===== config.mk =====
export PLATFORM = sky130hd
export DESIGN_NAME = fpd_top
export DESIGN_NICKNAME = d
export VERILOG_FILES = /design/src/fpd_pkg.sv /design/src/fpd_bus_if.sv /design/src/fpd_prescaler.sv /design/src/fpd_axil_regs.sv /design/src/fpd_top.sv
export SDC_FILE = /design/constraint.sdc
export NUM_CORES = 1
export LEC_CHECK = 0
export ABC_AREA = 1
export BUFFER_PORTS_ARGS = -buffer_cell sky130_fd_sc_hd__buf_2
export CORE_MARGIN = 4
export CORE_UTILIZATION = 57
export CTS_CLUSTER_DIAMETER = 100
export DETAILED_ROUTE_END_ITERATION = 6
export PLACE_DENSITY = 0.82
export SYNTH_ARGS = -nofsm -noshare
export SYNTH_HDL_FRONTEND = slang
export SYNTH_SLANG_ARGS = --single-unit
export TNS_END_PERCENT = 100

===== constraint.sdc =====
create_clock -name clock_i -period 4.2 [get_ports clock_i]
set_clock_uncertainty 0.05 [all_clocks]
set_input_delay 0.84 -clock clock_i [delete_from_list [all_inputs] [get_ports clock_i]]
set_output_delay 0.84 -clock clock_i [all_outputs]
set_load 0.03 [all_outputs]

===== src/fpd_pkg.sv =====
/*
  Shared constants and types of the 14-bit pulse-width DAC: register map,
  field positions, reset values, prescaler divisions and bus state encodings.
  Assumes a single 200 MHz system clock and a 32-bit AXI4-Lite register port.
*/
package fpd_pkg;
  // Register byte offsets
  localparam int unsigned AXI_AW        = 4;
  localparam logic [3:0]  OFF_CTRL      = 4'h0;
  localparam logic [3:0]  OFF_PRESC     = 4'h4;
  localparam logic [3:0]  OFF_VALUE     = 4'h8;
  localparam logic [3:0]  OFF_STATUS    = 4'hc;
  // Field positions
  localparam int unsigned CTRL_CLS_BIT  = 0;
  localparam int unsigned CTRL_INV_BIT  = 1;
  localparam int unsigned PSEL_W        = 3;
  localparam int unsigned VALUE_W       = 14;
  localparam int unsigned STAT_LVL_BIT  = 0;
  localparam int unsigned STAT_IDX_LSB  = 8;
  localparam int unsigned STAT_STEP_LSB = 16;
  // Reset values
  localparam logic        RST_CLS       = 1'b0;
  localparam logic        RST_INV       = 1'b0;
  localparam logic [2:0]  RST_PSEL      = 3'h0;
  localparam logic [13:0] RST_VALUE     = 14'h0000;
  localparam logic        RST_PWM       = 1'b1;
  // Carrier geometry: last step of a base pulse, last base pulse of a conversion cycle
  localparam logic [7:0]  STEP_LAST_256 = 8'hff;
  localparam logic [7:0]  STEP_LAST_64  = 8'h3f;
  localparam logic [7:0]  IDX_LAST_256  = 8'h3f;
  localparam logic [7:0]  IDX_LAST_64   = 8'hff;
  localparam logic [13:0] CONST_LIM_256 = 14'h0040;
  localparam logic [13:0] CONST_LIM_64  = 14'h0100;
  // Prescaler divisions of the system clock per resolution step
  localparam int unsigned DIV_SEL0 = 32;
  localparam int unsigned DIV_SEL1 = 64;
  localparam int unsigned DIV_SEL2 = 128;
  localparam int unsigned DIV_SEL3 = 256;
  localparam int unsigned DIV_SEL4 = 1024;
  localparam int unsigned DIV_SEL5 = 4096;
  localparam int unsigned DIV_SEL6 = 16384;
  localparam logic [2:0]  PSEL_STOP = 3'h7;
  // Bus answers and channel states
  localparam logic [1:0]  RESP_OKAY   = 2'b00;
  localparam logic [1:0]  RESP_SLVERR = 2'b10;
  typedef enum logic {FPD_WR_COLLECT = 1'b0, FPD_WR_RESP = 1'b1} fpd_wr_st_t;
  typedef enum logic {FPD_RD_IDLE = 1'b0, FPD_RD_DATA = 1'b1} fpd_rd_st_t;
endpackage


===== src/fpd_bus_if.sv =====
/*
  Internal carrier between the register file, the prescaler and the PWM core.
  Assumes all three parties run on the same clock.
*/
`timescale 1ns/1ps
interface fpd_bus_if;
  logic        carrier_length_select;
  logic        output_polarity_invert;
  logic [2:0]  prescale_select;
  logic [13:0] pwm_value_register;
  logic        step_tick;
  logic [7:0]  base_index;
  logic [7:0]  step_count;
  logic        pwm_level;

  modport regs  (output carrier_length_select, output_polarity_invert, output prescale_select,
                 output pwm_value_register, input base_index, input step_count, input pwm_level);
  modport presc (input prescale_select, output step_tick);
  modport core  (input carrier_length_select, input output_polarity_invert, input pwm_value_register,
                 input step_tick, output base_index, output step_count, output pwm_level);
endinterface // fpd_bus_if


===== src/fpd_prescaler.sv =====
/*
  Prescaler: one-cycle step enable every N system clocks, N picked by prescale_select.
  Assumes the selector is stable for long stretches; a change restarts the count cleanly.
*/
`timescale 1ns/1ps
module fpd_prescaler #(
  parameter int unsigned P_DIV_TOP = fpd_pkg::DIV_SEL6
) (
  // Clock and reset
  input  wire logic clock_i,
  input  wire logic nrst_i,
  // Carrier to the core
  fpd_bus_if.presc  bus
);
  typedef struct packed {
    logic [14:0] cnt;
    logic [2:0]  sel;
    logic        tick;
  } fpd_presc_t;

  fpd_presc_t st, next_st;

  // Last count of one resolution step for a selector value
  function automatic logic [14:0] last_of(input logic [2:0] s);
    case (s)
      3'h0:    last_of = 15'(fpd_pkg::DIV_SEL0 - 1);
      3'h1:    last_of = 15'(fpd_pkg::DIV_SEL1 - 1);
      3'h2:    last_of = 15'(fpd_pkg::DIV_SEL2 - 1);
      3'h3:    last_of = 15'(fpd_pkg::DIV_SEL3 - 1);
      3'h4:    last_of = 15'(fpd_pkg::DIV_SEL4 - 1);
      3'h5:    last_of = 15'(fpd_pkg::DIV_SEL5 - 1);
      default: last_of = 15'(P_DIV_TOP - 1);
    endcase
  endfunction

  // Divider; the forbidden selector freezes the steps rather than guessing a rate
  always_comb begin
    next_st      = st;
    next_st.sel  = bus.prescale_select;
    next_st.tick = 1'b0;
    if (st.sel != bus.prescale_select || st.sel == fpd_pkg::PSEL_STOP) begin
      next_st.cnt = 15'h0000;
    end else if (st.cnt >= last_of(st.sel)) begin
      next_st.cnt  = 15'h0000;
      next_st.tick = 1'b1;
    end else begin
      next_st.cnt = st.cnt + 15'h0001;
    end
  end

  always_ff @(posedge clock_i) begin
    if (!nrst_i) begin
      st <= '{cnt: 15'h0000, sel: fpd_pkg::RST_PSEL, tick: 1'b0};
    end else begin
      st <= next_st;
    end
  end

  assign bus.step_tick = st.tick;
endmodule // fpd_prescaler


===== src/fpd_axil_regs.sv =====
/*
  AXI4-Lite slave holding control, prescaler and value registers plus a status view.
  Assumes at most one write and one read outstanding, as the bus master guarantees.
*/
`timescale 1ns/1ps
module fpd_axil_regs (
  // Clock and reset
  input  wire logic        clock_i,
  input  wire logic        nrst_i,
  // Write channels
  input  wire logic [3:0]  s_axi_awaddr_i,
  input  wire logic        s_axi_awvalid_i,
  output logic             s_axi_awready_o,
  input  wire logic [31:0] s_axi_wdata_i,
  input  wire logic [3:0]  s_axi_wstrb_i,
  input  wire logic        s_axi_wvalid_i,
  output logic             s_axi_wready_o,
  output logic [1:0]       s_axi_bresp_o,
  output logic             s_axi_bvalid_o,
  input  wire logic        s_axi_bready_i,
  // Read channels
  input  wire logic [3:0]  s_axi_araddr_i,
  input  wire logic        s_axi_arvalid_i,
  output logic             s_axi_arready_o,
  output logic [31:0]      s_axi_rdata_o,
  output logic [1:0]       s_axi_rresp_o,
  output logic             s_axi_rvalid_o,
  input  wire logic        s_axi_rready_i,
  // Carrier
  fpd_bus_if.regs          bus
);
  typedef struct packed {
    fpd_pkg::fpd_wr_st_t wst;
    fpd_pkg::fpd_rd_st_t rst;
    logic        awready, wready, have_aw, have_w, bvalid, arready, rvalid;
    logic [3:0]  waddr;
    logic [31:0] wdata;
    logic [3:0]  wstrb;
    logic [1:0]  bresp, rresp;
    logic [31:0] rdata;
    logic        cls, inv;
    logic [2:0]  psel;
    logic [13:0] value;
  } fpd_regs_t;

  fpd_regs_t st, next_st;

  // Merge a write word into an old word by byte strobes
  function automatic logic [31:0] merge(input logic [31:0] old_w, input logic [31:0] new_w,
                                        input logic [3:0] strb);
    for (int b = 0; b < 4; b++) begin
      old_w[8*b +: 8] = strb[b] ? new_w[8*b +: 8] : old_w[8*b +: 8];
    end
    merge = old_w;
  endfunction

  // Read view of one register; unmapped words read as zero
  function automatic logic [31:0] view(input logic [3:0] a, input fpd_regs_t s);
    view = 32'h0000_0000;
    if (a == fpd_pkg::OFF_CTRL) begin
      view[fpd_pkg::CTRL_CLS_BIT] = s.cls;
      view[fpd_pkg::CTRL_INV_BIT] = s.inv;
    end else if (a == fpd_pkg::OFF_PRESC) begin
      view[fpd_pkg::PSEL_W-1:0] = s.psel;
    end else if (a == fpd_pkg::OFF_VALUE) begin
      view[fpd_pkg::VALUE_W-1:0] = s.value;
    end else if (a == fpd_pkg::OFF_STATUS) begin
      view[fpd_pkg::STAT_LVL_BIT]      = bus.pwm_level;
      view[fpd_pkg::STAT_IDX_LSB +: 8]  = bus.base_index;
      view[fpd_pkg::STAT_STEP_LSB +: 8] = bus.step_count;
    end
  endfunction

  function automatic logic mapped(input logic [3:0] a);
    mapped = (a == fpd_pkg::OFF_CTRL) || (a == fpd_pkg::OFF_PRESC) ||
             (a == fpd_pkg::OFF_VALUE) || (a == fpd_pkg::OFF_STATUS);
  endfunction

  // Channel handling: address and data may arrive in either order
  always_comb begin
    logic [31:0] w;
    w       = 32'h0000_0000;
    next_st = st;
    case (st.wst)
      fpd_pkg::FPD_WR_COLLECT: begin
        if (s_axi_awvalid_i && st.awready) begin
          next_st.have_aw = 1'b1;
          next_st.awready = 1'b0;
          next_st.waddr   = {s_axi_awaddr_i[3:2], 2'b00};
        end
        if (s_axi_wvalid_i && st.wready) begin
          next_st.have_w = 1'b1;
          next_st.wready = 1'b0;
          next_st.wdata  = s_axi_wdata_i;
          next_st.wstrb  = s_axi_wstrb_i;
        end
        if (next_st.have_aw && next_st.have_w) begin
          w = merge(view(next_st.waddr, st), next_st.wdata, next_st.wstrb);
          if (next_st.waddr == fpd_pkg::OFF_CTRL) begin
            next_st.cls = w[fpd_pkg::CTRL_CLS_BIT];
            next_st.inv = w[fpd_pkg::CTRL_INV_BIT];
          end else if (next_st.waddr == fpd_pkg::OFF_PRESC) begin
            next_st.psel = w[fpd_pkg::PSEL_W-1:0];
          end else if (next_st.waddr == fpd_pkg::OFF_VALUE) begin
            next_st.value = w[fpd_pkg::VALUE_W-1:0];
          end
          next_st.bresp  = mapped(next_st.waddr) ? fpd_pkg::RESP_OKAY : fpd_pkg::RESP_SLVERR;
          next_st.bvalid = 1'b1;
          next_st.wst    = fpd_pkg::FPD_WR_RESP;
        end
      end
      fpd_pkg::FPD_WR_RESP: begin
        if (s_axi_bready_i) begin
          next_st.bvalid  = 1'b0;
          next_st.have_aw = 1'b0;
          next_st.have_w  = 1'b0;
          next_st.awready = 1'b1;
          next_st.wready  = 1'b1;
          next_st.wst     = fpd_pkg::FPD_WR_COLLECT;
        end
      end
      default: next_st.wst = fpd_pkg::FPD_WR_COLLECT;
    endcase
    case (st.rst)
      fpd_pkg::FPD_RD_IDLE: begin
        if (s_axi_arvalid_i) begin
          next_st.rdata   = view({s_axi_araddr_i[3:2], 2'b00}, st);
          next_st.rresp   = mapped({s_axi_araddr_i[3:2], 2'b00}) ? fpd_pkg::RESP_OKAY : fpd_pkg::RESP_SLVERR;
          next_st.rvalid  = 1'b1;
          next_st.arready = 1'b0;
          next_st.rst     = fpd_pkg::FPD_RD_DATA;
        end
      end
      default: begin
        if (s_axi_rready_i) begin
          next_st.rvalid  = 1'b0;
          next_st.arready = 1'b1;
          next_st.rst     = fpd_pkg::FPD_RD_IDLE;
        end
      end
    endcase
  end

  always_ff @(posedge clock_i) begin
    if (!nrst_i) begin
      st         <= '0;
      st.awready <= 1'b1;
      st.wready  <= 1'b1;
      st.arready <= 1'b1;
      st.cls     <= fpd_pkg::RST_CLS;
      st.inv     <= fpd_pkg::RST_INV;
      st.psel    <= fpd_pkg::RST_PSEL;
      st.value   <= fpd_pkg::RST_VALUE;
    end else begin
      st <= next_st;
    end
  end

  // Outputs are flop fields
  assign s_axi_awready_o            = st.awready;
  assign s_axi_wready_o             = st.wready;
  assign s_axi_bvalid_o             = st.bvalid;
  assign s_axi_bresp_o              = st.bresp;
  assign s_axi_arready_o            = st.arready;
  assign s_axi_rvalid_o             = st.rvalid;
  assign s_axi_rdata_o              = st.rdata;
  assign s_axi_rresp_o              = st.rresp;
  assign bus.carrier_length_select  = st.cls;
  assign bus.output_polarity_invert = st.inv;
  assign bus.prescale_select        = st.psel;
  assign bus.pwm_value_register     = st.value;
endmodule // fpd_axil_regs


===== src/fpd_top.sv =====
/*
  Top of the 14-bit pulse-width DAC: AXI4-Lite registers, step prescaler and the
  waveform core with base pulses and spread extra pulses.
  Assumes one 200 MHz clock, a synchronous active-low reset and an external
  low-pass filter on pwm_o.
*/
// Chosen here: the register offsets and register access over AXI4-Lite.
// Function
// (RULE1) Long carrier: each base pulse lasts 256 resolution steps.
// (RULE2) Long carrier: bits 13..6 give base duty, bits 5..0 place extra pulses.
// (RULE3) Short carrier: 64-step base, top six bits duty, low eight place extras.
// (RULE4) Invert set: value sets high time; clear: value sets low time.
// (RULE5) Selected base pulses grow by exactly one resolution step.
// (RULE6) Long carrier: values below 0x0040 give a constant level.
// (RULE7) Short carrier: values below 0x0100 give a constant level.
// (RULE8) Software zeroes two or four low bits for 12- or 10-bit accuracy.
// (RULE9) Base pulses repeat; the extra pattern recurs every conversion cycle.
`timescale 1ns/1ps
module fpd_top #(
  parameter int unsigned P_DIV_TOP = fpd_pkg::DIV_SEL6
) (
  // Clock and reset
  input  wire logic        clock_i,
  input  wire logic        nrst_i,
  // AXI4-Lite write channels
  input  wire logic [3:0]  s_axi_awaddr_i,
  input  wire logic        s_axi_awvalid_i,
  output logic             s_axi_awready_o,
  input  wire logic [31:0] s_axi_wdata_i,
  input  wire logic [3:0]  s_axi_wstrb_i,
  input  wire logic        s_axi_wvalid_i,
  output logic             s_axi_wready_o,
  output logic [1:0]       s_axi_bresp_o,
  output logic             s_axi_bvalid_o,
  input  wire logic        s_axi_bready_i,
  // AXI4-Lite read channels
  input  wire logic [3:0]  s_axi_araddr_i,
  input  wire logic        s_axi_arvalid_i,
  output logic             s_axi_arready_o,
  output logic [31:0]      s_axi_rdata_o,
  output logic [1:0]       s_axi_rresp_o,
  output logic             s_axi_rvalid_o,
  input  wire logic        s_axi_rready_i,
  // Analog side, to the low-pass filter
  output logic             pwm_o
);
  typedef struct packed {
    logic [7:0]  step;
    logic [7:0]  idx;
    logic [13:0] value;
    logic        cls;
    logic        inv;
    logic        pwm;
  } fpd_core_t;

  fpd_bus_if bus ();
  fpd_core_t st, next_st;

  // Register file on the bus
  fpd_axil_regs u_regs (
    .clock_i         (clock_i),
    .nrst_i          (nrst_i),
    .s_axi_awaddr_i  (s_axi_awaddr_i),
    .s_axi_awvalid_i (s_axi_awvalid_i),
    .s_axi_awready_o (s_axi_awready_o),
    .s_axi_wdata_i   (s_axi_wdata_i),
    .s_axi_wstrb_i   (s_axi_wstrb_i),
    .s_axi_wvalid_i  (s_axi_wvalid_i),
    .s_axi_wready_o  (s_axi_wready_o),
    .s_axi_bresp_o   (s_axi_bresp_o),
    .s_axi_bvalid_o  (s_axi_bvalid_o),
    .s_axi_bready_i  (s_axi_bready_i),
    .s_axi_araddr_i  (s_axi_araddr_i),
    .s_axi_arvalid_i (s_axi_arvalid_i),
    .s_axi_arready_o (s_axi_arready_o),
    .s_axi_rdata_o   (s_axi_rdata_o),
    .s_axi_rresp_o   (s_axi_rresp_o),
    .s_axi_rvalid_o  (s_axi_rvalid_o),
    .s_axi_rready_i  (s_axi_rready_i),
    .bus             (bus.regs)
  );

  // Resolution step enable
  fpd_prescaler #(
    .P_DIV_TOP (P_DIV_TOP)
  ) u_presc (
    .clock_i (clock_i),
    .nrst_i  (nrst_i),
    .bus     (bus.presc)
  );

  // Bit reversal spreads extra pulses evenly instead of bunching them
  function automatic logic [7:0] rev8(input logic [7:0] x);
    for (int i = 0; i < 8; i++) begin
      rev8[i] = x[7-i];
    end
  endfunction

  logic        wrap;
  logic        conv_end;
  logic [7:0]  step_last;
  logic [7:0]  idx_last;
  logic [7:0]  duty;
  logic [7:0]  frac;
  logic [7:0]  slot_rank;
  logic        extra;
  logic [8:0]  width;
  logic        active;

  // Carrier geometry and field split of the latched value
  always_comb begin
    // (RULE1) long base period
    step_last = st.cls ? fpd_pkg::STEP_LAST_256 : fpd_pkg::STEP_LAST_64;
    // (RULE9) base pulses per conversion cycle
    idx_last  = st.cls ? fpd_pkg::IDX_LAST_256 : fpd_pkg::IDX_LAST_64;
    wrap      = bus.step_tick && (st.step == step_last);
    conv_end  = wrap && (st.idx == idx_last);
    // (RULE2) duty and placement fields
    duty      = st.cls ? st.value[13:6] : {2'b00, st.value[13:8]};
    frac      = st.cls ? {2'b00, st.value[5:0]} : st.value[7:0];
    slot_rank = st.cls ? rev8({~st.idx[5:0], 2'b00}) : rev8(~st.idx);
  end

  // Width of the active part of the current base pulse
  always_comb begin
    // (RULE5) one extra step in selected pulses
    extra  = (duty != 8'h00) && (slot_rank < frac);
    width  = {1'b0, duty} + {8'h00, extra};
    // (RULE6) (RULE7) zero duty keeps the line idle
    active = ({1'b0, st.step} < width);
  end

  // Next core state; value and mode are taken only at a base pulse edge so no runt pulses appear
  always_comb begin
    next_st = st;
    if (bus.step_tick) begin
      next_st.step = st.step + 8'h01;
    end
    // (RULE9) continuous repetition
    if (wrap) begin
      next_st.step  = 8'h00;
      next_st.idx   = (conv_end || st.cls != bus.carrier_length_select) ? 8'h00 : st.idx + 8'h01;
      next_st.value = bus.pwm_value_register;
      next_st.cls   = bus.carrier_length_select;
      next_st.inv   = bus.output_polarity_invert;
    end
    // (RULE4) polarity choice
    next_st.pwm = st.inv ? active : ~active;
  end

  always_ff @(posedge clock_i) begin
    if (!nrst_i) begin
      st <= '{step: 8'h00, idx: 8'h00, value: fpd_pkg::RST_VALUE, cls: fpd_pkg::RST_CLS,
              inv: fpd_pkg::RST_INV, pwm: fpd_pkg::RST_PWM};
    end else begin
      st <= next_st;
    end
  end

  // Outputs and status view
  assign pwm_o          = st.pwm;
  assign bus.pwm_level  = st.pwm;
  assign bus.base_index = st.idx;
  assign bus.step_count = st.step;
endmodule // fpd_top


Word level (Yosys, flattened, before mapping)
Index checks and enable logic that the tools add are counted.

Add/subtract/negate cells: 4. $mul: 0. Divide/modulo/power cells: 0. $lt $le $gt $ge: 3. Equal/unequal tests: 22. Shift-type cells: 0. Muxes and demuxes: 53. Bitwise operators: 8. Reduce and logical (&&, ||, !) cells: 34.

Operator list (count): $pmux 14 s6 (1); $mux 8 (7); $mux 20 (2); $mux 7 (4); $mux 22 (1); $mux 21 (1); $add 8x1->8 const B (2); $eq 8x8->1 (2); $mux 1 (16); $mux 16 (1); $add 15x1->15 const B (1); $ge 15x15->1 (1); $mux 15 (1); $mux 2 (7); $mux 12 (1); $mux 6 (2); $reduce_and 2->1 (6); $reduce_and 6->1 (2); $mux 11 (1); $mux 10 (1); $pmux 5 s2 (1); $add 8x1->9 (1); $eq 3x3->1 const B (3); $lt 8x9->1 (1); other kinds (32) (58).

Bits in registers: 130. Bits in latches: 0. Bits in writable memories: 0. ROM bits: 0. Input bits: 51. Logic and storage cells: 154. Memories: 0.

Depth between registers and ports, before layout
Gate-level depths: netlist (run 1).

Depth after elaboration: 10. Mapped depth: 28. Gate-level depth less buffers: 26.

Modules after synthesis
A second synthesis (run 1) with hierarchy kept.

Cell total of the unflattened synthesis: 915. Area, all modules: 6744.0 sq um.

Modules (own cells, without submodules): fpd_axil_regs (instances 1, cells an instance 477, area an instance 3569.7 sq um, sequential area each 1481.4 sq um); fpd_top (instances 1, cells an instance 287, area an instance 2050.7 sq um, sequential area each 660.6 sq um); fpd_prescaler (instances 1, cells an instance 151, area an instance 1123.6 sq um, sequential area each 380.4 sq um).

Least setup slack after synthesis (run 1)
No wires, ideal clock.

Path type: reg-to-reg. Start: register st[2] (netlist bit). End: register st (netlist bit pwm_o). Library setup time: 131 ps. Arrival: 3041 ps. Data required time: 4019 ps. Slack: 977 ps. Stages on the path, launching flop included: 25. Buffers on the path: 3. Clock period less this slack: 3223 ps. Path through: dfxtp_1 buf_4 buf_4 clkbuf_1 o21ai_0 ha_1 a21oi_1 o21ai_0 nand2_1 o211ai_1 nor2_1 ha_1 ha_1 nand3_1 nor2_1 xor2_1 ha_1 nand2_1 inv_1 nand2_1 nand2_1 nand2_1 nand2_1 nand3_1 nand3_1.

Longest elaborated chain between the ends: 7.

Ends and longest elaborated chain: start, declared (RTL line fpd_top.sv:57) `fpd_core_t st, next_st;`; start signal, assigned (RTL line fpd_top.sv:153) `st <= '{step: 8'h00, idx: 8'h00, value: fpd_pkg::RST_VALUE, cls: fpd_pkg::RST_CLS,`; start signal, assigned (RTL line fpd_top.sv:156) `st <= next_st;`; $mux 8, on equally long branches (RTL line fpd_top.sv:121, fpd_top.sv:119, fpd_top.sv:120); $lt 8x8->1 or $reduce_bool 8->1 (tied branches) (RTL line fpd_top.sv:127) `extra = (duty != 8'h00) && (slot_rank < frac);`; $logic_and 1x1->1 (RTL line fpd_top.sv:127); $add 8x1->9 * (RTL line fpd_top.sv:128) `width = {1'b0, duty} + {8'h00, extra};`; $lt 8x9->1 * (RTL line fpd_top.sv:130) `active = ({1'b0, st.step} < width);`; $not 1->1 (RTL line fpd_top.sv:148) `next_st.pwm = st.inv ? active : ~active;`; $mux 1 * (RTL line fpd_top.sv:148).

Every way passes the cells marked *; elsewhere a longest branch is shown, timed or not. A chain may end at the register's enable or synchronous reset.

Worst setup path after layout (run 1)
Same ends and word-level chain as after synthesis.

==> out/results.txt, run 1 <==
NumNets Final: 984
GRT overflow: 0
DP Wirelength: 9120 µm
Crit-path cells: nor2_1 -> o21bai_1 -> ha_1 -> a21oi_1 -> o21ai_0 -> nand2_1 -> o211ai_1 -> nor2_1 -> ha_1 -> ha_1 -> nand3_1 -> nor2_1 -> xor2_1 -> ha_1 -> nand2_1 -> inv_1 -> nand2_1 -> nand2_1 -> nand2_1 -> nand2_1 -> nand3_1 -> nand3_1
RSZ-0062 raised after global routing: false
Register bit count reported by yosys: 126
DR DRC count: 0
Worst R2R Path Depth: 22
Post-Syn Area per Cell: 7.24 µm²
Cell row count: 38
ANT nets after route: 0
Min-Delay Endpoint: u_regs.s_axi_rresp_o[1]
Final Cycle Share: 0.807
Post-CTS sizing: 0
Total clock sinks: 126
Proportion of power drawn by combinational gates: 0.095
Post-CTS Hold Fix Bufs: 0
Slowest stage delay, CP: 630 ps
Leak Pwr: 3.17 nW
R2R setup slack: 810 ps
PnR Total Power: 3.00 mW
Inserted Clock Buffers: 17
CP Capture Type: flop
Final hold vios: 0
CP bufs+invs: 1
Clock latency on the worst-skew pair: 540 ps
Clk buf depth: 2
Detail-routed via count per cell: 5.16
Cell-internal power: 2.25 mW
Worst R2R End: pwm_o
Slew @ Worst Pin: 1040 ps
Endpoints failing setup: 0
First-pass GRT wire length: 21900 µm
Switching Fraction: 0.249
Max Fclk: 295 MHz
Slowest CP cell: dfxtp_1
RD Place Congestion: 0.908
Die area: 0.0130 mm²
Ys Warns: 0
Clock tree root buffer cell: clkbuf_8
Area grow syn2layout: 10.8%
Crit path arrival time: 3740 ps
Die height: 114 µm
Routed length per instance: 12.3 µm
Core Region: 0.0109 mm²
Synth top area share: 0.395
Crit start category: flop
Sequential share of the synthesized area: 0.395
Cell area after synthesis: 0.00638 mm²
Top Family by Delay on Critical Path: simple AND/OR/NAND/NOR gates
Hold wc startpoint: u_regs.s_axi_rresp_o[1]
Worst flop-to-flop path startpoint: st[2]
Count of cell types in the netlist: 44
H-tree lvl count: 4
Starting Density: 0.586
Sequential share of power: 0.425
Die W: 114 µm
Port bufs: 58
Max-Cap Viols: 0
WHS Path Cells: 2
Min cycle time layout: 3390 ps
Setup bufs post-CTS: 0
CTS clock-pin slew for the worst setup and hold paths: 60 ps
Cell accounting for the most synthesized area: dfxtp_1
Hold Path Class: reg -> reg
Worst path most repeated cell: nand2_1
Vias: 5459
Top Ports: 93
Drt pass-1 iters: 7
Antenna fix cells: 0
Initial DRC count: 345
Filler cells: 984
Final TNS setup: 0 ps
Switching power: 0.746 mW
Post-Route WL: 13000 µm
Worst slew margin: 0.304
Vias in the first global route: 4872
Global-route usage over all layers: 0.207
Power density cells: 424 mW/mm²
Mapped Cells: 882
Synth area leaders: dfxtp_1 (40%), nand2_1 (12%), nor2_1 (7.0%)
Clock Power Share: 0.479
Final Max Slew Viols: 0
Status: finished clean
CP Max Fanout: 14
Initial antenna violation count: 0
Largest net degree at the start of global routing: 53
CTS tree: done
Share of cells above drive strength 1: 0.135
Worst VDD drop: 311 µV
Kind of critical path: reg -> reg
Worst EP required: 4550 ps
[layout by cell type (no fill, tap or decap), types with 3 or more instances in the layout]
master / Yosys / final
a31oi_1: 8 / 8
o211ai_1: 4 / 4
or2_2: 6 / 6
clkbuf_8: 0 / 3
bufinv_16: 0 / 3
nand2_2: 4 / 4
clkbuf_16: 0 / 16
nand4_1: 17 / 17
dfxtp_1: 126 / 126
inv_2: 3 / 3
clkinv_2: 2 / 10
o21ai_0: 52 / 52
inv_1: 80 / 80
a21oi_1: 53 / 53
nand2_1: 198 / 198
nand3b_1: 3 / 3
xnor2_1: 8 / 8
nor2_1: 119 / 119
nand3_1: 32 / 32
nor2_2: 5 / 5
nor3_1: 8 / 8
buf_4: 38 / 4
o21ai_1: 6 / 6
a22oi_1: 15 / 15
xor2_1: 14 / 14
ha_1: 28 / 28
buf_2: 9 / 58
conb_1: 1 / 10
o21ai_2: 3 / 3
o21bai_1: 3 / 3
[cell usage after synthesis, drive strengths merged]
master and n:
clkinv 2, o2111ai 1, nor4 1, o22ai 1, o211ai 4, nand2 202, nor2 125, and3 1
a41oi 1, nand3b 3, nand4 19, nand3 33, inv 84, xor2 14, mux2i 1, a22oi 15
o21ai 61, nor3 10, o21bai 3, o21a 1, buf 50, clkbuf 17, xnor2 8, conb 1
a21boi 1, ha 28, or2 7, dfxtp 126, a31oi 8, a21oi 53, a21o 1
[power by group through the flow]
stage / registers [mW] / logic, mW / clock network [mW]
floorplan: 1.30 / 0.220 / 0
global placement: 1.30 / 0.278 / 0
detailed placement: 1.30 / 0.283 / 0
CTS: 1.28 / 0.286 / 1.46
global route: 1.28 / 0.324 / 1.52
finish: 1.28 / 0.286 / 1.44
[metrics by stage]
stage	utilization	hold slack, ps	instances	worst slack [ps]	area (µm²)
after global routing	0.650	423	1058	373	7070
after CTS	0.650	391	1058	797	7070
final	0.650	388	1058	809	7070
after detailed placement	0.596	383	1026	809	6490
after floorplan	-	365	891	977	6420
after global placement	0.596	367	1026	845	6490
[worst register-to-register path: cells and delay by family (launching register included)]
family	cells	cell delay [ps]
adder cells (fa/ha/maj)	4	870
AO/OA/AOI/OAI	4	520
buffers and inverters	1	30
XOR/XNOR	1	170
flip-flops	1	630
AND/OR/NAND/NOR	12	980
[cells by family (layout without fill, tap and decap cells)]
kind of cell / after synthesis / count (layout) / synth area share
simple gates: 401 / 401 / 0.267
buf+inv: 153 / 180 / 0.118
compound gates: 150 / 150 / 0.132
flops: 126 / 126 / 0.395
fa+ha+maj: 28 / 28 / 0.0549
xor+xnor: 22 / 22 / 0.0302
other cells: 1 / 10 / 0.000587
mux: 1 / 1 / 0.00157
[sequential cells by signal (all words and copies together) (netlist names), 3 cells and up]
name                           flops
u_regs.bus.prescale_select         3
st                                16
bus.step_count                     8
bus.base_index                     8
u_presc.st                        18
u_regs.st                         24
u_regs.bus.pwm_value_register     14
u_regs.s_axi_rdata_o              24
[per-layer routing]
metal,GRT usage,vias up,part of all wire
met3,0.0578,22,0.053
met1,0.265,2437,0.47
met4,0.0744,0,0.018
li1,-,2870,-
met2,0.336,130,0.46
met5,0,-,0
[layout make-up]
type / count / area, µm² / area share
multi-input cells: 612 / 3140 / 0.444
flip-flops and latches: 126 / 2520 / 0.357
clock buffers: 19 / 442 / 0.0624
inverters: 86 / 328 / 0.0463
repair buffers: 62 / 320 / 0.0453
well taps: 140 / 175 / 0.0248
clock inverters: 13 / 145 / 0.0205
[worst max path at each step]
stage | from | to | slack [ps] | cells after the start
floorplan | st[2] | pwm_o | 980 | 24
global route | st[2] | pwm_o | 370 | 23
CTS | st[2] | pwm_o | 800 | 22
detailed placement | st[2] | pwm_o | 810 | 22
finish | st[2] | pwm_o | 810 | 22
global placement | st[2] | pwm_o | 850 | 22
Power figures use the tool's default switching activity.
==> inputs of run 2 (changes only) <==
==> constraint.sdc (replaced) <==
create_clock -name clock_i -period 3.2 [get_ports clock_i]
set_clock_uncertainty 0.05 [all_clocks]
set_input_delay 0.64 -clock clock_i [delete_from_list [all_inputs] [get_ports clock_i]]
set_output_delay 0.64 -clock clock_i [all_outputs]
set_load 0.03 [all_outputs]
==> out/results.txt, run 2 (synthesized netlist as in run 1, its figures left out) <==
Starting Density: 0.586 (unchanged)
Clock Power Share: 0.511 (was 0.479)
Core Region: 0.0109 mm² (unchanged)
Largest net degree at the start of global routing: 53 (unchanged)
Slowest CP cell: dfxtp_4 (was dfxtp_1)
Slew @ Worst Pin: 764 ps (was 1040 ps)
Worst VDD drop: 336 µV (was 311 µV)
DP Wirelength: 9400 µm (was 9120 µm)
Final hold vios: 0 (unchanged)
RD Place Congestion: 0.892 (was 0.908)
Top Ports: 93 (unchanged)
Share of cells above drive strength 1: 0.158 (was 0.135)
Crit path arrival time: 3510 ps (was 3740 ps)
Dpl ws: -23.1 ps (was 809 ps)
Clock latency on the worst-skew pair: 530 ps (was 540 ps)
Antenna fix cells: 0 (unchanged)
Min cycle time layout: 3170 ps (was 3390 ps)
RSZ-0062 raised after global routing: true (was false)
Endpoints failing setup: 0 (unchanged)
Post-route cell area: 0.00732 mm² (was 0.00707 mm²)
Slowest stage delay, CP: 360 ps (was 630 ps)
Top Family by Delay on Critical Path: adder cells (was simple AND/OR/NAND/NOR gates)
Initial DRC count: 362 (was 345)
Total clock sinks: 126 (unchanged)
Dpl cell area: 0.00656 mm² (was 0.00649 mm²)
GRT overflow: 0 (unchanged)
Post-Route WL: 13900 µm (was 13000 µm)
Final Max Slew Viols: 0 (unchanged)
Post-CTS Hold Fix Bufs: 0 (unchanged)
Vias: 5594 (was 5459)
ANT nets after route: 0 (unchanged)
H-tree lvl count: 4 (unchanged)
Final TNS setup: 0 ps (unchanged)
Leak Pwr: 3.27 nW (was 3.17 nW)
Proportion of power drawn by combinational gates: 0.090 (was 0.095)
Hold Path Class: in -> reg (was reg -> reg)
Die area: 0.0130 mm² (unchanged)
Global-route usage over all layers: 0.223 (was 0.207)
Final Cycle Share: 0.992 (was 0.807)
Kind of critical path: reg -> reg (unchanged)
PnR Total Power: 4.19 mW (was 3.00 mW)
CTS tree: done (unchanged)
Worst path most repeated cell: nand2_1 (unchanged)
Clock tree root buffer cell: clkbuf_8 (unchanged)
Inserted Clock Buffers: 17 (unchanged)
Most frequent cells in the layout: nand2_1 (196), dfxtp_1 (125), nor2_1 (118), inv_1 (80), buf_2 (59) (was nand2_1 (198), dfxtp_1 (126), nor2_1 (119), inv_1 (80), buf_2 (58))
Area grow syn2layout: 14.6% (was 10.8%)
Worst EP required: 3540 ps (was 4550 ps)
CP Max Fanout: 5 (was 14)
Worst slew margin: 0.490 (was 0.304)
Sequential share of power: 0.399 (was 0.425)
Max-Cap Viols: 0 (unchanged)
Drt pass-1 iters: 5 (was 7)
First-pass GRT wire length: 23600 µm (was 21900 µm)
Routed length per instance: 13.0 µm (was 12.3 µm)
Die height: 114 µm (unchanged)
DR DRC count: 0 (unchanged)
Detail-routed via count per cell: 5.21 (was 5.16)
Cell row count: 38 (unchanged)
Die W: 114 µm (unchanged)
Cell-internal power: 3.19 mW (was 2.25 mW)
Switching power: 1.01 mW (was 0.746 mW)
Port bufs: 58 (unchanged)
Status: finished clean (unchanged)
Power density cells: 573 mW/mm² (was 424 mW/mm²)
Switching Fraction: 0.240 (was 0.249)
Vias in the first global route: 5279 (was 4872)
Initial antenna violation count: 0 (unchanged)
CTS clock-pin slew for the worst setup and hold paths: 60 ps (about the same)
Max Fclk: 315 MHz (was 295 MHz)
Clk buf depth: 2 (unchanged)
Crit start category: flop (unchanged)
CP Capture Type: flop (unchanged)
Post-route insts no fill: 1073 (was 1058)
CP bufs+invs: 2 (was 1)
Dpl cells: 1036 (was 1026)
NumNets Final: 999 (was 984)
Most common cell after layout, fill and taps aside: nand2_1 (unchanged)
Setup slack after layout: 26.0 ps (was 809 ps)
==> run 2: changes by cell type in the layout (fill, tap and decap cells not counted), moves of 2 or more <==
| cell | previous run | this run |
|---|---|---|
| clkinv_2 | 10 | 6 |
| ha_1 | 28 | 26 |
| nand2_2 | 4 | 6 |
| nand2_1 | 198 | 196 |
| o21ai_0 | 52 | 48 |
| bufinv_16 | 3 | 6 |
| buf_4 | 4 | 17 |
| o21ai_1 | 6 | 9 |
| clkbuf_1 | 0 | 2 |
==> run 2: cell type report <==
type                       instances  area, µm²
fill                             896       3570
inverter                          86        333
timing repair buffer              77        434
multi-input combinational        612       3200
clock inverter                    12        215
clock buffer                      20        435
sequential                       126       2530
tap                              140        175
==> run 2: worst paths after layout <==
| kind | depth (start not counted) | slack (ps) | to | startpoint |
|---|---|---|---|---|
| worst max-delay path | 25 | 30 | pwm_o | st[2] |
| worst min-delay path | 2 | 280 | u_regs.st[103] | s_axi_bready_i |
| worst max register to register | 25 | 30 | pwm_o | st[2] |
| worst min register to register | 2 | 390 | u_regs.s_axi_rresp_o[1] | u_regs.s_axi_rresp_o[1] |
==> run 2: power by group through the flow <==
stage               combinational (mW)  sequential, mW  clock [mW]
floorplan                        0.288            1.71           0
global placement                 0.372            1.71           0
detailed placement               0.376            1.71           0
CTS                              0.379            1.67        2.15
global route                     0.433            1.68        2.23
finish                           0.379            1.67        2.14
==> run 2: layer usage <==
layer	up-vias	share of wire	global-route usage
met4	0	0.021	0.0871
met3	26	0.041	0.0504
met1	2557	0.46	0.280
met5	-	0	0
met2	111	0.47	0.373
li1	2900	-	-
==> run 2: through the flow <==
stage                      util  hold WS, ps
after floorplan               -          365
after global placement    0.603          367
after detailed placement  0.603          376
after CTS                 0.667          269
after global routing      0.672          301
final                     0.672          285
==> run 2: what timing repair did <==
action	in CTS	in global routing
buffers inserted	1	3
setup endpoints to repair	1	1
gates cloned	0	1
resized for setup	11	10
pin swaps	5	13
==> run 2: worst reg2reg max path, cell delays in order, from the launching register on <==
cell and delay [ps]:
dfxtp_4 360, buf_6 130, nand2_2 60, o21ai_2 50, ha_1 320, a21oi_1 130
o21ai_1 80, nand2_1 60, o211ai_1 90, nor2_1 120, ha_2 220, ha_4 160
nand3_4 90, xor2_1 170, ha_1 300, nand2_1 60, inv_1 60, nand2_1 50
nand2_1 50, nand2_1 50, nand2_1 50, nand2_1 60, nand2_2 80, nand2_1 50
nand2_1 60, nand3_1 60
==> inputs of run 3 (changes only) <==
--- a/config.mk
+++ b/config.mk
@@ -5,13 +5,14 @@
 export SDC_FILE = /design/constraint.sdc
 export NUM_CORES = 1
 export LEC_CHECK = 0
-export ABC_AREA = 1
+export ABC_AREA = 0
+export ABC_CLOCK_PERIOD_IN_PS = 3200
 export BUFFER_PORTS_ARGS = -buffer_cell sky130_fd_sc_hd__buf_2
 export CORE_MARGIN = 4
 export CORE_UTILIZATION = 57
 export CTS_CLUSTER_DIAMETER = 100
 export DETAILED_ROUTE_END_ITERATION = 6
-export PLACE_DENSITY = 0.82
+export PLACE_DENSITY = 0.77
 export SYNTH_ARGS = -nofsm -noshare
 export SYNTH_HDL_FRONTEND = slang
 export SYNTH_SLANG_ARGS = --single-unit
==> out/results.txt, run 3 <==
Status: finished with violations (was finished clean)
Failing checks: negative setup slack
Ys Warns: 0 (unchanged)
Die height: 116 µm (was 114 µm)
Initial antenna violation count: 0 (unchanged)
Cell row count: 39 (was 38)
Most common cell in the netlist: dfxtp_1 (was nand2_1)
Dpl cell area: 0.00693 mm² (was 0.00656 mm²)
Crit start category: flop (unchanged)
Dpl ws: -371 ps (was -23.1 ps)
FFs w/ async S/R, synth: 0 (unchanged)
Final hold vios: 0 (unchanged)
Slowest stage delay, CP: 400 ps (was 360 ps)
Count of cell types in the netlist: 72 (was 44)
Max-Cap Viols: 0 (unchanged)
Die area: 0.0134 mm² (was 0.0130 mm²)
Final Max Slew Viols: 0 (unchanged)
CTS tree: done (unchanged)
Final TNS setup: -313 ps (was 0 ps)
Detail-routed via count per cell: 5.70 (was 5.21)
Switching power: 0.938 mW (was 1.01 mW)
Global-route usage over all layers: 0.232 (was 0.223)
Area grow syn2layout: 14.2% (was 14.6%)
EDFF count, synth: 0 (unchanged)
Sequential share of the synthesized area: 0.380 (was 0.395)
Power density cells: 528 mW/mm² (was 573 mW/mm²)
Endpoints failing setup: 1 (was 0)
Setup slack after layout: -313 ps (was 26.0 ps)
Die W: 116 µm (was 114 µm)
Starting Density: 0.581 (was 0.586)
Leak Pwr: 3.15 nW (was 3.27 nW)
Min cycle time layout: 3510 ps (was 3170 ps)
Initial DRC count: 305 (was 362)
GRT overflow: 0 (unchanged)
Routed length per instance: 15.6 µm (was 13.0 µm)
NumNets Final: 876 (was 999)
RD Place Congestion: 0.900 (was 0.892)
Top Ports: 93 (unchanged)
Final Cycle Share: 1.10 (was 0.992)
Worst slew margin: 0.287 (was 0.490)
DP Wirelength: 10500 µm (was 9400 µm)
Vias in the first global route: 5167 (was 5279)
Hold Path Class: in -> reg (unchanged)
Clk buf depth: 2 (unchanged)
Max Fclk: 285 MHz (was 315 MHz)
Cell-internal power: 3.06 mW (was 3.19 mW)
Slowest CP cell: dfxtp_4 (unchanged)
Port bufs: 58 (unchanged)
Switching Fraction: 0.234 (was 0.240)
First-pass GRT wire length: 24900 µm (was 23600 µm)
Total clock sinks: 126 (unchanged)
Worst VDD drop: 397 µV (was 336 µV)
Cell area after synthesis: 0.00663 mm² (was 0.00638 mm²)
Worst EP required: 3450 ps (was 3540 ps)
Post-Syn Area per Cell: 8.76 µm² (was 7.24 µm²)
Post-Route WL: 14900 µm (was 13900 µm)
Synth top area share: 0.380 (was 0.395)
ANT nets after route: 0 (unchanged)
PnR Total Power: 4.00 mW (was 4.19 mW)
Slew @ Worst Pin: 1070 ps (was 764 ps)
Mapped Cells: 757 (was 882)
Filler cells: 919 (was 896)
Crit-path cells: mux2i_1 -> ha_1 -> a21oi_2 -> nor2b_1 -> o21ai_1 -> nand3_1 -> a31oi_2 -> ha_2 -> a21boi_4 -> nand3_2 -> o21a_1 -> o21ai_1 -> ha_1 -> and3_4 -> a221oi_2 -> a21oi_1 -> mux2_1
Clock tree root buffer cell: clkbuf_16 (was clkbuf_8)
Antenna fix cells: 0 (unchanged)
CP Max Fanout: 10 (was 5)
Most frequent cells in the layout: dfxtp_1 (125), nand2_1 (97), buf_2 (58), nor2b_1 (53), nor2_1 (52) (was nand2_1 (196), dfxtp_1 (125), nor2_1 (118), inv_1 (80), buf_2 (59))
Sequential share of power: 0.415 (was 0.399)
Cell accounting for the most synthesized area: dfxtp_1 (unchanged)
Post-route cell area: 0.00757 mm² (was 0.00732 mm²)
RSZ-0062 raised after global routing: true (unchanged)
Core Region: 0.0114 mm² (was 0.0109 mm²)
Inserted Clock Buffers: 17 (unchanged)
Clock Power Share: 0.506 (was 0.511)
Share of cells above drive strength 1: 0.187 (was 0.158)
H-tree lvl count: 4 (unchanged)
Kind of critical path: reg -> reg (unchanged)
CTS clock-pin slew for the worst setup and hold paths: 60 ps (about the same)
Synth area leaders: dfxtp_1 (38%), nand2_1 (5.5%), ha_1 (5.3%) (was dfxtp_1 (40%), nand2_1 (12%), nor2_1 (7.0%))
DR DRC count: 0 (unchanged)
Main flop type after synthesis: dfxtp_1 (unchanged)
Clock latency on the worst-skew pair: 420 ps (was 530 ps)
Most common cell after layout, fill and taps aside: dfxtp_1 (was nand2_1)
Drt pass-1 iters: 5 (unchanged)
CP Capture Type: flop (unchanged)
Register bit count reported by yosys: 126 (unchanged)
Proportion of power drawn by combinational gates: 0.078 (was 0.090)
Crit path arrival time: 3760 ps (was 3510 ps)
Commonest cells in the netlist: dfxtp_1 (126), nand2_1 (97), nor2b_1 (53) (was nand2_1 (198), dfxtp_1 (126), nor2_1 (119))
Largest net degree at the start of global routing: 103 (was 53)
Hold Slack: 403 ps (was 285 ps)
Vias: 5423 (was 5594)
-- run 3: area by class of cell --
class | count | area [µm²] | area share
multi-input combinational | 548 | 3680 | 0.485
sequential | 126 | 2530 | 0.333
timing repair buffer | 87 | 508 | 0.0671
clock buffer | 20 | 457 | 0.0603
tap | 143 | 179 | 0.0236
clock inverter | 11 | 165 | 0.0218
inverter | 17 | 63.8 | 0.00842
-- run 3: what timing repair did --
action / in CTS / in global routing
setup endpoints to repair: 1 / 1
endpoints found under the hold margin: 0 / 0
pin swaps: 1 / 0
hold buffers: 0 / 0
buffers inserted: 2 / 0
resized for setup: 2 / 2
-- run 3: layer usage --
layer | routed length [µm] | global-route usage
met1 | 6500 | 0.287
met2 | 7310 | 0.385
met3 | 705 | 0.0564
met4 | 360 | 0.102
met5 | 0 | 0
-- run 3: kinds of logic after synthesis --
family / after synthesis / synth area share
buffers and inverters: 92 / 0.0777
AND/OR/NAND/NOR: 302 / 0.234
XOR/XNOR: 31 / 0.0409
other: 1 / 0.000565
multiplexers: 38 / 0.0632
flip-flops: 126 / 0.380
adder cells (fa/ha/maj): 28 / 0.0528
AO/OA/AOI/OAI: 139 / 0.151
-- run 3: power groups by stage --
stage / clock network (mW) / registers [mW] / logic (mW)
after floorplan: 0 / 1.69 / 0.244
after detailed placement: 0 / 1.69 / 0.311
after global placement: 0 / 1.69 / 0.300
final: 2.03 / 1.66 / 0.313
after global routing: 2.12 / 1.67 / 0.348
after CTS: 2.05 / 1.66 / 0.313
-- run 3: final timing paths --
path / start / end / slack [ps] / cells after the start
max reg2reg: st[2] / pwm_o / -310 / 17
max: st[2] / pwm_o / -310 / 17
min: s_axi_rready_i / u_regs.st[102] / 400 / 2
min reg2reg: u_regs.st[66] / u_regs.st[66] / 420 / 2
-- run 3: critical path: cells and delay by family, from the launching register on --
| kind | cells | cell delay (ps) |
|---|---|---|
| AOI/OAI and AO/OA | 8 | 1250 |
| DFF | 1 | 400 |
| muxes | 2 | 520 |
| adders and majority gates | 3 | 740 |
| and+or+nand+nor | 4 | 430 |
-- run 3: per-stage QoR --
stage | utilization | std cells
floorplan | - | 766
global placement | 0.607 | 919
detailed placement | 0.607 | 919
CTS | 0.663 | 952
global route | 0.663 | 952
finish | 0.663 | 952
